File: src/design/adcbs_pkg.sv
/*
 package for the converter boundary-scan segment: chain layout, idle pattern,
 register offsets and bus answers; assumes nothing of its surroundings.
*/
package adcbs_pkg;
    // chain length and cell positions, bit 0 sits next to the serial output
    localparam int CHAIN_LEN = 28;
    localparam int POS_COMP = 0;
    localparam int POS_CONV_PWR = 1;
    localparam int POS_AMP_PWR = 2;
    localparam int POS_SC_CLK = 3;
    localparam int POS_AMP_PATH = 4;
    localparam int POS_BG_NEG = 5;
    localparam int POS_DAC_LSB = 6;
    localparam int DAC_W = 10;
    localparam int POS_BYPASS = 16;
    localparam int POS_NEG_GND = 17;
    localparam int POS_HOLD = 18;
    localparam int POS_BG_REF = 19;
    localparam int POS_SEL_LSB = 20;
    localparam int SEL_W = 8;
    localparam logic [CHAIN_LEN-1:0] IDLE_PATTERN = 28'h015_8000;
    localparam logic [DAC_W-1:0] DAC_MIDPOINT = 10'h200;
    // synchroniser depth for the test-port pins
    localparam int SYNC_STAGES = 2;
    // register byte offsets
    localparam int ADDR_W = 12;
    localparam logic [ADDR_W-1:0] ADDR_FUNC = 12'h000;
    localparam logic [ADDR_W-1:0] ADDR_STATUS = 12'h004;
    localparam logic [ADDR_W-1:0] ADDR_SCAN = 12'h008;
    localparam int STAT_COMP = 0;
    localparam int STAT_EXTEST = 1;
    localparam int STAT_MID_OK = 2;
    localparam logic [1:0] RESP_OKAY = 2'b00;
    localparam logic [1:0] RESP_SLVERR = 2'b10;
endpackage

File: src/design/adcbs_chain.sv
/*
 boundary-scan cells: a shift stage and an update stage per cell;
 assumes one-cycle capture, shift and update strobes from the caller.
*/
`timescale 1ns/10ps
module adcbs_chain #(
    parameter int N = 28,
    parameter logic [N-1:0] RESET_VAL = '0
) (
    input wire logic i_clk,
    input wire logic i_rst_n,
    input wire logic i_capture,
    input wire logic i_shift,
    input wire logic i_update,
    input wire logic i_si,
    input wire logic [N-1:0] i_par,
    output logic [N-1:0] o_update,
    output logic o_so
);
    logic [N-1:0] shreg;

    if (N < 2) begin : g_bad_len
        $error("chain needs at least two cells");
    end

    assign o_so = shreg[0];

    for (genvar b = 0; b < N; b++) begin : g_cell
        logic si_b;
        assign si_b = (b == N - 1) ? i_si : shreg[(b + 1) % N];
        always_ff @(posedge i_clk or negedge i_rst_n) begin
            if (!i_rst_n) begin
                shreg[b] <= 1'b0;
            end else if (i_capture) begin
                shreg[b] <= i_par[b];
            end else if (i_shift) begin
                shreg[b] <= si_b;
            end
        end
        // update stage holds the applied value while shifting goes on
        always_ff @(posedge i_clk or negedge i_rst_n) begin
            if (!i_rst_n) begin
                o_update[b] <= RESET_VAL[b];
            end else if (i_update) begin
                o_update[b] <= shreg[b];
            end
        end
    end
endmodule

File: src/design/adcbs_sync.sv
/*
 two-stage synchroniser for a group of asynchronous level inputs;
 assumes the inputs are levels held longer than two clock periods.
*/
`timescale 1ns/10ps
module adcbs_sync #(
    parameter int WIDTH = 1
) (
    input wire logic i_clk,
    input wire logic i_rst_n,
    input wire logic [WIDTH-1:0] i_async,
    output logic [WIDTH-1:0] o_sync
);
    logic [WIDTH-1:0] meta;

    // first stage feeds only the second stage
    always_ff @(posedge i_clk or negedge i_rst_n) begin
        if (!i_rst_n) begin
            meta <= '0;
            o_sync <= '0;
        end else begin
            meta <= i_async;
            o_sync <= meta;
        end
    end
endmodule

File: src/design/adcbs_top.sv
/*
 converter boundary-scan segment: cells between the approximation logic and
 the analog core, with an AXI4-Lite slave standing in for the digital side.
 assumes an outside tap controller driving tck and the dr state levels, and
 an analog comparator whose output is asynchronous to i_clk.
*/
// The implementer's own choices: the register addresses and register access over AXI4-Lite.
// Notes on behaviour
// (RL1) one scan cell on each converter control and on the comparator result
// (RL2) idle pattern applied and digital side idle gives idle outputs, comp captured
// (RL3) converter_power_on at 1 powers the core; keep 0 when unused
// (RL4) amp_power_on at 1 powers the differential amplifier; keep 0 when unused
// (RL5) switchcap_clock clocks the switched-cap amplifier; idle 0
// (RL6) amp_path_enable at 1 routes amplifier to comparator; idle 0
// (RL7) bandgap_neg_select at 1 puts band-gap on comparator negative input; idle 0
// (RL8) ten comparison value cells, bits 9 to 0; idle only bit 9 set
// (RL9) bypass_ch_connect at 1 ties channels 0 to 3 to bypass path; idle 1
// (RL10) neg_input_ground at 1 grounds comparator negative input; idle 0
// (RL11) hold at 0 samples, at 1 holds; idle 1
// (RL12) with amplifier in use, hold rises only while switchcap_clock is 1; the segment does not gate hold, only the tap model sets the clock cell
// (RL13) bandgap_as_reference at 1 makes band-gap the converter reference; idle 0
// (RL14) eight input-select cells, bits 7 to 0; idle only bit 0 set
// (RL15) while sampling, comparison value held at midpoint 0x200; the segment applies o_dac as given, only the tap model forces it in extest
`timescale 1ns/10ps
module adcbs_top
    import adcbs_pkg::*;
(
    input wire logic i_clk,
    input wire logic i_rst_n,
    // test port, already decoded by the tap controller
    input wire logic i_tck,
    input wire logic i_tdi,
    input wire logic i_capture_dr,
    input wire logic i_shift_dr,
    input wire logic i_update_dr,
    input wire logic i_extest,
    output logic o_tdo,
    // analog core
    input wire logic i_comp,
    output logic o_converter_power_on,
    output logic o_amp_power_on,
    output logic o_switchcap_clock,
    output logic o_amp_path_enable,
    output logic o_bandgap_neg_select,
    output logic [DAC_W-1:0] o_dac,
    output logic o_bypass_ch_connect,
    output logic o_neg_input_ground,
    output logic o_hold,
    output logic o_bandgap_as_reference,
    output logic [SEL_W-1:0] o_input_select,
    // axi4-lite slave
    input wire logic [ADDR_W-1:0] s_axi_awaddr,
    input wire logic s_axi_awvalid,
    output logic s_axi_awready,
    input wire logic [31:0] s_axi_wdata,
    input wire logic [3:0] s_axi_wstrb,
    input wire logic s_axi_wvalid,
    output logic s_axi_wready,
    output logic [1:0] s_axi_bresp,
    output logic s_axi_bvalid,
    input wire logic s_axi_bready,
    input wire logic [ADDR_W-1:0] s_axi_araddr,
    input wire logic s_axi_arvalid,
    output logic s_axi_arready,
    output logic [31:0] s_axi_rdata,
    output logic [1:0] s_axi_rresp,
    output logic s_axi_rvalid,
    input wire logic s_axi_rready
);
    logic [5:0] pin_s;
    logic tck_s, tdi_s, cap_s, shf_s, upd_s, extest_s;
    logic comp_s;
    logic tck_d;
    logic tck_rise, tck_fall;
    logic [CHAIN_LEN-1:0] upd;
    logic [CHAIN_LEN-1:0] func;
    logic [CHAIN_LEN-1:0] drive;
    logic [CHAIN_LEN-1:0] src;
    logic [CHAIN_LEN-1:0] par;
    logic chain_so;
    logic [ADDR_W-1:0] aw_addr;
    logic aw_held, w_held;
    logic [31:0] w_data;
    logic [3:0] w_strb;
    logic [31:0] next_rdata;
    logic [1:0] next_rresp;
    logic [31:0] wr_merge;

    adcbs_sync #(.WIDTH(6)) u_pin_sync (
        .i_clk(i_clk),
        .i_rst_n(i_rst_n),
        .i_async({i_tck, i_tdi, i_capture_dr, i_shift_dr, i_update_dr, i_extest}),
        .o_sync(pin_s)
    );
    // comparator is analog and free running, so it is synchronised too
    adcbs_sync #(.WIDTH(1)) u_comp_sync (
        .i_clk(i_clk),
        .i_rst_n(i_rst_n),
        .i_async(i_comp),
        .o_sync(comp_s)
    );
    assign {tck_s, tdi_s, cap_s, shf_s, upd_s, extest_s} = pin_s;

    always_ff @(posedge i_clk or negedge i_rst_n) begin
        if (!i_rst_n) begin
            tck_d <= 1'b0;
        end else begin
            tck_d <= tck_s;
        end
    end
    assign tck_rise = tck_s & ~tck_d;
    assign tck_fall = ~tck_s & tck_d;

    // (RL2) control cells capture what is applied
    // (RL1) comparator cell observes the result
    always_comb begin
        par = drive;
        par[POS_COMP] = comp_s;
    end

    // (RL1) one cell per control and result
    adcbs_chain #(.N(CHAIN_LEN), .RESET_VAL(IDLE_PATTERN)) u_chain (
        .i_clk(i_clk),
        .i_rst_n(i_rst_n),
        .i_capture(tck_rise & cap_s),
        .i_shift(tck_rise & shf_s),
        .i_update(tck_fall & upd_s),
        .i_si(tdi_s),
        .i_par(par),
        .o_update(upd),
        .o_so(chain_so)
    );

    // tdo changes on the falling test clock so the controller samples it stable
    always_ff @(posedge i_clk or negedge i_rst_n) begin
        if (!i_rst_n) begin
            o_tdo <= 1'b0;
        end else if (tck_fall & shf_s) begin
            o_tdo <= chain_so;
        end
    end

    // (RL1) test drives the core in extest
    assign src = extest_s ? upd : func;

    always_ff @(posedge i_clk or negedge i_rst_n) begin
        if (!i_rst_n) begin
            drive <= IDLE_PATTERN;
        end else begin
            drive <= src;
        end
    end

    // (RL3) core power cell
    assign o_converter_power_on = drive[POS_CONV_PWR];
    // (RL4) amplifier power cell
    assign o_amp_power_on = drive[POS_AMP_PWR];
    // (RL5) switched-cap clock cell
    assign o_switchcap_clock = drive[POS_SC_CLK];
    // (RL6) amplifier path cell
    assign o_amp_path_enable = drive[POS_AMP_PATH];
    // (RL7) band-gap negative cell
    assign o_bandgap_neg_select = drive[POS_BG_NEG];
    // (RL8) comparison value cells
    assign o_dac = drive[POS_DAC_LSB +: DAC_W];
    // (RL9) bypass channel cell
    assign o_bypass_ch_connect = drive[POS_BYPASS];
    // (RL10) negative ground cell
    assign o_neg_input_ground = drive[POS_NEG_GND];
    // (RL11) sample and hold cell
    assign o_hold = drive[POS_HOLD];
    // (RL13) band-gap reference cell
    assign o_bandgap_as_reference = drive[POS_BG_REF];
    // (RL14) channel select cells
    assign o_input_select = drive[POS_SEL_LSB +: SEL_W];

    // write channel: address and data taken in either order
    always_ff @(posedge i_clk or negedge i_rst_n) begin
        if (!i_rst_n) begin
            aw_held <= 1'b0;
            w_held <= 1'b0;
            aw_addr <= '0;
            w_data <= '0;
            w_strb <= '0;
            s_axi_awready <= 1'b1;
            s_axi_wready <= 1'b1;
            s_axi_bvalid <= 1'b0;
            s_axi_bresp <= RESP_OKAY;
        end else begin
            if (s_axi_awvalid && s_axi_awready) begin
                aw_held <= 1'b1;
                aw_addr <= s_axi_awaddr;
                s_axi_awready <= 1'b0;
            end
            if (s_axi_wvalid && s_axi_wready) begin
                w_held <= 1'b1;
                w_data <= s_axi_wdata;
                w_strb <= s_axi_wstrb;
                s_axi_wready <= 1'b0;
            end
            if (aw_held && w_held && !s_axi_bvalid) begin
                aw_held <= 1'b0;
                w_held <= 1'b0;
                s_axi_bvalid <= 1'b1;
                s_axi_bresp <= (aw_addr == ADDR_FUNC) ? RESP_OKAY : RESP_SLVERR;
            end else if (s_axi_bvalid && s_axi_bready) begin
                s_axi_bvalid <= 1'b0;
                // both channels reopen only once the response is taken
                s_axi_awready <= 1'b1;
                s_axi_wready <= 1'b1;
            end
        end
    end

    // lanes merged on a full word; bits above the chain are dropped
    always_comb begin
        wr_merge = 32'(func);
        for (int k = 0; k < 4; k++) begin
            if (w_strb[k]) begin
                wr_merge[8*k +: 8] = w_data[8*k +: 8];
            end
        end
        // the result bit is an input, never stored
        wr_merge[POS_COMP] = 1'b0;
    end

    // functional controls: what the digital side applies outside extest
    always_ff @(posedge i_clk or negedge i_rst_n) begin
        if (!i_rst_n) begin
            func <= IDLE_PATTERN;
        end else if (aw_held && w_held && !s_axi_bvalid && aw_addr == ADDR_FUNC) begin
            func <= wr_merge[CHAIN_LEN-1:0];
        end
    end

    // read channel: one cycle from address to data
    always_comb begin
        next_rdata = 32'h0000_0000;
        next_rresp = RESP_OKAY;
        unique case (s_axi_araddr)
            ADDR_FUNC: next_rdata[CHAIN_LEN-1:0] = func;
            ADDR_STATUS: begin
                next_rdata[STAT_COMP] = comp_s;
                next_rdata[STAT_EXTEST] = extest_s;
                next_rdata[STAT_MID_OK] = (o_dac == DAC_MIDPOINT);
            end
            ADDR_SCAN: next_rdata[CHAIN_LEN-1:0] = upd;
            default: next_rresp = RESP_SLVERR;
        endcase
    end

    always_ff @(posedge i_clk or negedge i_rst_n) begin
        if (!i_rst_n) begin
            s_axi_rvalid <= 1'b0;
            s_axi_arready <= 1'b1;
            s_axi_rdata <= 32'h0000_0000;
            s_axi_rresp <= RESP_OKAY;
        end else if (s_axi_arvalid && s_axi_arready) begin
            s_axi_rvalid <= 1'b1;
            s_axi_arready <= 1'b0;
            s_axi_rdata <= next_rdata;
            s_axi_rresp <= next_rresp;
        end else if (s_axi_rvalid && s_axi_rready) begin
            s_axi_rvalid <= 1'b0;
            s_axi_arready <= 1'b1;
        end
    end
endmodule

File: config.mk
export PLATFORM = sky130hd
export DESIGN_NAME = adcbs_top
export DESIGN_NICKNAME = d
export VERILOG_FILES = /design/src/design/adcbs_pkg.sv /design/src/design/adcbs_chain.sv /design/src/design/adcbs_sync.sv /design/src/design/adcbs_top.sv
export SDC_FILE = /design/constraint.sdc
export NUM_CORES = 1
export LEC_CHECK = 0
export BUFFER_PORTS_ARGS = -buffer_cell sky130_fd_sc_hd__buf_2
export CAP_MARGIN = 20
export CORE_ASPECT_RATIO = 0.6
export CORE_MARGIN = 4
export CORE_UTILIZATION = 50
export DETAILED_ROUTE_END_ITERATION = 8
export GPL_TIMING_DRIVEN = 0
export PLACE_DENSITY = 0.75
export RECOVER_POWER = 25
export SLEW_MARGIN = 20
export SYNTH_ARGS = -nofsm -noshare
export SYNTH_HDL_FRONTEND = slang
export SYNTH_SLANG_ARGS = --single-unit
File: constraint.sdc
create_clock -name i_clk -period 2.28 [get_ports i_clk]
set_clock_uncertainty 0.15 [all_clocks]
set_input_delay 0.57 -clock i_clk [delete_from_list [all_inputs] [get_ports i_clk]]
set_output_delay 0.57 -clock i_clk [all_outputs]
set_load 0.02 [all_outputs]
==> results.yml, run 1 <==
power_and_ir_drop:
  finalPower_mw: 8.85
  p_clk_frac: 0.362
  swShare: 0.246
  p_seq_frac: 0.511
  power_frac_comb: 0.127
  p_leak_nw: 5.02
  ir_drop_uv: 459
  powerDensity_mw_per_mm2: 906
  p_switching_mw: 2.17
  p_int_mw: 6.68
synth:
  synth_edf_count: 0
  yosysUniqueCellTypes: 31
  yosys_warnings: 0
  synth.most_common_cell: "dfrtp_1"
  synth-main-ff-cell: "dfrtp_1"
  syn_avg_cell_area_um2: 13.8
  yosys-top-cells-area: "dfrtp_1 (59%), mux2_2 (18%), mux2i_1 (6.9%), dfstp_2 (4.9%), o21ai_0 (3.6%)"
  synth_commonest_cells: "dfrtp_1 (191), mux2_2 (126), nand2_1 (65)"
  syn_area_mm2: 0.00809
  synth_top_cell_by_area: "dfrtp_1"
  ys_seq_area_frac: 0.639
  ys_ff_latch: 206
  yosysTopAreaCellShare: 0.591
  async_flop_share: 1.00
  synthCells: 586
cts:
  cts_tree: "yes"
  htree_levels: 1
  clkTransAtPathRegs_ns: 0.06
  clk-insertion-delay-late_ns: 0.48
  cts.sinks: 206
  numCtsBuffers: 20
  cts-root-buf: "clkbuf_16"
  cts_buffer_depth: 3
route:
  vias: 5225
  met3_wirelength_mm: 1.35
  antenna_left: 0
  routedWlPerCell_um: 19.3
  vias_per_cell: 5.41
  drtPass1Iterations: 5
  drcViolationCount: 0
  routed.top_layer: "met4"
  wl_met1_mm: 9.01
  wl_met2_mm: 8.05
  routed_wl_mm: 18.6
  drtIter0Drc: 354
critical_path:
  r2r_start: "u_pin_sync.o_sync[0]"
  cp_num_buf_inv: 3
  startpoint_type: "primary input"
  cp_num_cells: 5
  end_kind: "flop"
  path_common_cell: "buf_1"
  r2r_setup_slack_ns: 0.10
  crit_path_max_incr_delay_ns: 0.74
  cp_max_fo: 10
  required_ns: 2.48
  cp_slowest_cell: "buf_1"
  timing.rr.end: "drive[24]"
  cp_top_family: "buffers and inverters"
  r2r_cells: 3
  arrival_ns: 2.40
  path_cells: "buf_2 -> buf_1 -> buf_1 -> mux2i_1 -> o21ai_0"
  worst-setup-path-type: "in2reg"
placed_design:
  portBuffers: 131
  dp_slack_ns: -0.408
  hpwlAfterDp_mm: 13.4
  place.gp.congestion: 0.805
  dp_cells: 927
  place_area_mm2: 0.00909
cells_and_area:
  drive_gt1_frac: 0.415
  area_delta_synth_final_pct: 20.7
  postLayoutCellArea_mm2: 0.00977
  fin_util: 0.627
  num-nets-final: 823
  antenna_cells: 0
  fin_cells: 966
timing:
  fmax_mhz: 455
  worst_pin_slew_ns: 0.902
  finalCritPeriodShare: 0.963
  finalCriticalPeriod_ns: 2.20
  setup_viol: 0
  drv_slew: 0
  rsz0062_at_grt: "yes"
  slew_headroom: 0.399
  fin_ws_ns: 0.0832
  hold_violations: 0
run_status:
  status: "finished clean"
global_route:
  grt_max_degree: 83
  antenna_found_initial: 0
  grt_first_pass_wirelength_mm: 29.8
  grt_overflow_total: 0
  grt_util_all_layers: 0.206
  first_global_vias: 5578
die:
  rows: 35
  core_area_mm2: 0.0156
  io_pins: 143
  die_w_um: 172
  start_util: 0.519
  die_h_um: 107
  die_area_mm2: 0.0184
hold_path:
  min_to: "u_pin_sync.meta[5]"
  hold_depth: 1
  hold_start: "i_tck"
  hold_class: "in2reg"
job:
  drv_cap: 0
-- cell usage in the layout (no fill, tap or decap), types with 3 or more instances in the layout --
cell type	instances
clkbuf_2	3
nor2_1	4
clkbuf_16	21
inv_1	7
o21ai_0	58
clkbuf_8	6
nor4_1	3
dfstp_2	12
mux2_2	126
nand2_1	64
a21oi_1	4
buf_2	130
conb_1	6
dfrtp_1	191
buf_1	10
dfstp_1	3
buf_4	8
mux2i_1	56
clkbuf_1	21
-- worst reg2reg max path, cell delays in order, from the launching register on --
cell and delay, ns:
dfrtp_1 0.34, clkbuf_1 0.50, buf_1 0.65, mux2_2 0.42
-- timing repair --
action                                 4_1_cts  5_1_grt
pin swaps                                    1        0
setup endpoints to repair                   27       42
endpoints found under the hold margin       47        0
resized for setup                            0       10
hold buffers                                 1        0
setup buffers                                2        0
-- final cells by class --
type	count	area [µm²]
Clock buffer	34	634
Timing Repair Buffer	136	744
Buffer	33	151
Clock inverter	2	10.0
Fill cell	1214	5820
Tap cell	203	254
Sequential cell	206	5170
Inverter	7	26.3
Multi-Input combinational cell	345	2780
-- through the flow --
stage	TNS [ns]	hold WS, ns
2_1_floorplan	0	0.124
3_3_place_gp	-549.77	0.184
3_5_place_dp	-10.85	0.186
4_1_cts	0	0.0222
5_1_grt	-0.000135	0.0174
6_report	0	0.0396
-- flip-flops by register name (all words and copies together), names as in the netlist, 4 cells and up --
signal               flops
u_pin_sync.meta          6
aw_addr                 12
w_data                  27
u_chain.o_update        28
func                    27
w_strb                   4
u_pin_sync.o_sync        6
drive                   27
u_chain.g_cell.si_b     27
s_axi_rdata             28
-- cell families after synthesis --
| family | share of synthesized area |
|---|---|
| AO/OA/AOI/OAI | 0.0437 |
| buffers and inverters | 0.0215 |
| flip-flops | 0.639 |
| multiplexers | 0.245 |
| other | 0.000463 |
| AND/OR/NAND/NOR | 0.0505 |
-- worst max-delay path by stage --
stage                                      end             from
after global placement              aw_addr[5]          i_rst_n
after global routing                   func[7]       aw_addr[3]
after CTS                 u_chain.o_update[17]            tck_d
after floorplan                       func[10]       aw_addr[1]
final                          s_axi_rdata[18]  s_axi_araddr[3]
after detailed placement       s_axi_rdata[18]  s_axi_araddr[3]
-- power groups by stage --
stage	clock, mW	sequential (mW)	combinational, mW
floorplan	0	4.53	0.715
global placement	0	4.54	1.06
detailed placement	0	4.58	1.14
CTS	3.28	4.52	1.15
global route	3.46	4.58	1.25
finish	3.20	4.52	1.13
-- routing by layer --
metal / up-vias / GRT usage
li1: 2366 / -
met1: 2672 / 0.315
met2: 167 / 0.305
met3: 20 / 0.0468
met4: 0 / 0.0404
met5: - / 0
Power figures use the tool's default switching activity.
==> run 2: changes to the inputs <==
- CORE_UTILIZATION: 50 -> 55
- PLACE_DENSITY: 0.75 -> 0.79
- clock period: 2.28 -> 2.2 ns (I/O delays scaled with it)
==> results.yml, run 2 (synthesis gave the netlist of run 1 again) <==
cts:
  clk-insertion-delay-late_ns: 0.48
  cts_tree: "yes"
  cts.sinks: 206
  htree_levels: 1
  clkTransAtPathRegs_ns: 0.07
  numCtsBuffers: 19
  cts_buffer_depth: 3
  cts-root-buf: "clkbuf_16"
route:
  drtPass1Iterations: 4
  routed_wl_mm: 18.1
  antenna_left: 0
  drtIter0Drc: 332
  routedWlPerCell_um: 19.0
  vias_per_cell: 5.39
  vias: 5160
  drcViolationCount: 0
die:
  die_area_mm2: 0.0168
  core_area_mm2: 0.0145
  start_util: 0.560
  rows: 34
  die_h_um: 102
  io_pins: 143
  die_w_um: 165
timing:
  fmax_mhz: 470
  setup_viol: 0
  fin_ws_ns: 0.0728
  worst_pin_slew_ns: 0.855
  rsz0062_at_grt: "no"
  drv_slew: 0
  finalSetupTns_ns: 0
  whs_ns: 0.0232
  slew_headroom: 0.430
  hold_violations: 0
  finalCriticalPeriod_ns: 2.13
  finalCritPeriodShare: 0.967
global_route:
  grt_util_met2: 0.338
  grt_first_pass_wirelength_mm: 28.6
  use_met1: 0.331
  antenna_found_initial: 0
  top_usage_layer: "met2"
  grt_util_all_layers: 0.221
  grt_use_met3: 0.0484
  first_global_vias: 5347
  grt_max_degree: 107
  grt_overflow_total: 0
critical_path:
  required_ns: 2.41
  crit_path_max_incr_delay_ns: 0.57
  worst-setup-path-type: "reg2reg"
  cp_slowest_cell: "or4_4"
  path_cells: "or4_4 -> nor4_4 -> buf_6 -> nand2_4 -> mux2_2"
  end_kind: "flop"
  arrival_ns: 2.34
  cp_max_fo: 8
  startpoint_type: "flop"
placed_design:
  hpwlAfterDp_mm: 13.0
  portBuffers: 131
  place_area_mm2: 0.00908
  place.gp.congestion: 0.843
  dp_slack_ns: -0.480
cells_and_area:
  fillers: 1089
  antenna_cells: 0
  layout_commonest_cell: "dfrtp_1"
  area_delta_synth_final_pct: 20.0
  top_regs: "s_axi_rdata x28, u_chain.o_update x28"
  seq_area_mm2: 0.00517
  postLayoutCellArea_mm2: 0.00971
  multi_input_area_mm2: 0.00279
  drive_gt1_frac: 0.424
  num-nets-final: 821
  final_cell_mix: "dfrtp_1 (191), buf_2 (131), mux2_2 (126), nand2_1 (64), o21ai_0 (58)"
power_and_ir_drop:
  ir_drop_uv: 416
  finalPower_mw: 9.00
  p_leak_nw: 5.02
  powerDensity_mw_per_mm2: 927
hold_path:
  hold_class: "in2reg"
run_status:
  status: "finished clean"
job:
  drv_cap: 0
## run 2: cell count changes in the layout (fill, tap and decap cells not counted), sizes merged
cell    change
clkinv      +2
buf         -6
clkbuf      -1
bufinv      +1
## run 2: worst paths after layout
check                                    from                   end  slack, ns  cells after the start
max                                aw_addr[0]               func[8]       0.07                      5
min                                  i_extest    u_pin_sync.meta[0]       0.02                      1
min in group asynchronous             i_rst_n    u_pin_sync.meta[1]       0.30                      2
max reg2reg                        aw_addr[0]               func[8]       0.07                      5
min reg2reg                u_pin_sync.meta[5]  u_pin_sync.o_sync[5]       0.20                      0
max in group asynchronous             i_rst_n  u_chain.o_update[18]       0.35                      4
## run 2: report_power, final
group	internal [mW]	total (mW)	switching, mW
Clock	1.82	3.17	1.35
Combinational	0.612	1.16	0.548
Sequential	4.36	4.68	0.320
Total	6.78	9.00	2.22
## run 2: final cells by class
type                    instances  share of cell area
clock inverters                 5             0.00515
plain buffers                  33              0.0164
multi-input cells             345               0.287
flip-flops and latches        206               0.533
repair buffers                135              0.0752
clock buffers                  28              0.0555
well taps                     198              0.0255
inverters                       7             0.00271
## run 2: metal layers
layer | wire (µm) | part of all wire | up-vias
li1 | - | - | 2363
met1 | 8490 | 0.47 | 2639
met2 | 8100 | 0.45 | 145
met3 | 1370 | 0.075 | 13
met4 | 182 | 0.010 | 0
met5 | 0 | 0 | -
## run 2: stage by stage
step	instances	util
global placement	920	0.623
detailed placement	922	0.628
floorplan	591	-
finish	957	0.672
global route	957	0.672
CTS	957	0.671
## run 2: worst max-delay path: cells and delay by family, from the launching register on
family                 cells  cell delay [ns]
AND/OR/NAND/NOR            3             0.98
buffers and inverters      1             0.18
multiplexers               1             0.30
flip-flops                 1             0.39
## run 2: timing repair
action | CTS | global route
hold endpoints to repair | 78 | 0
buffers inserted | 1 | 0
hold buffers | 1 | 0
endpoints found under the setup margin | 35 | 56
pin swaps | 1 | 0
resized for setup | 5 | 15
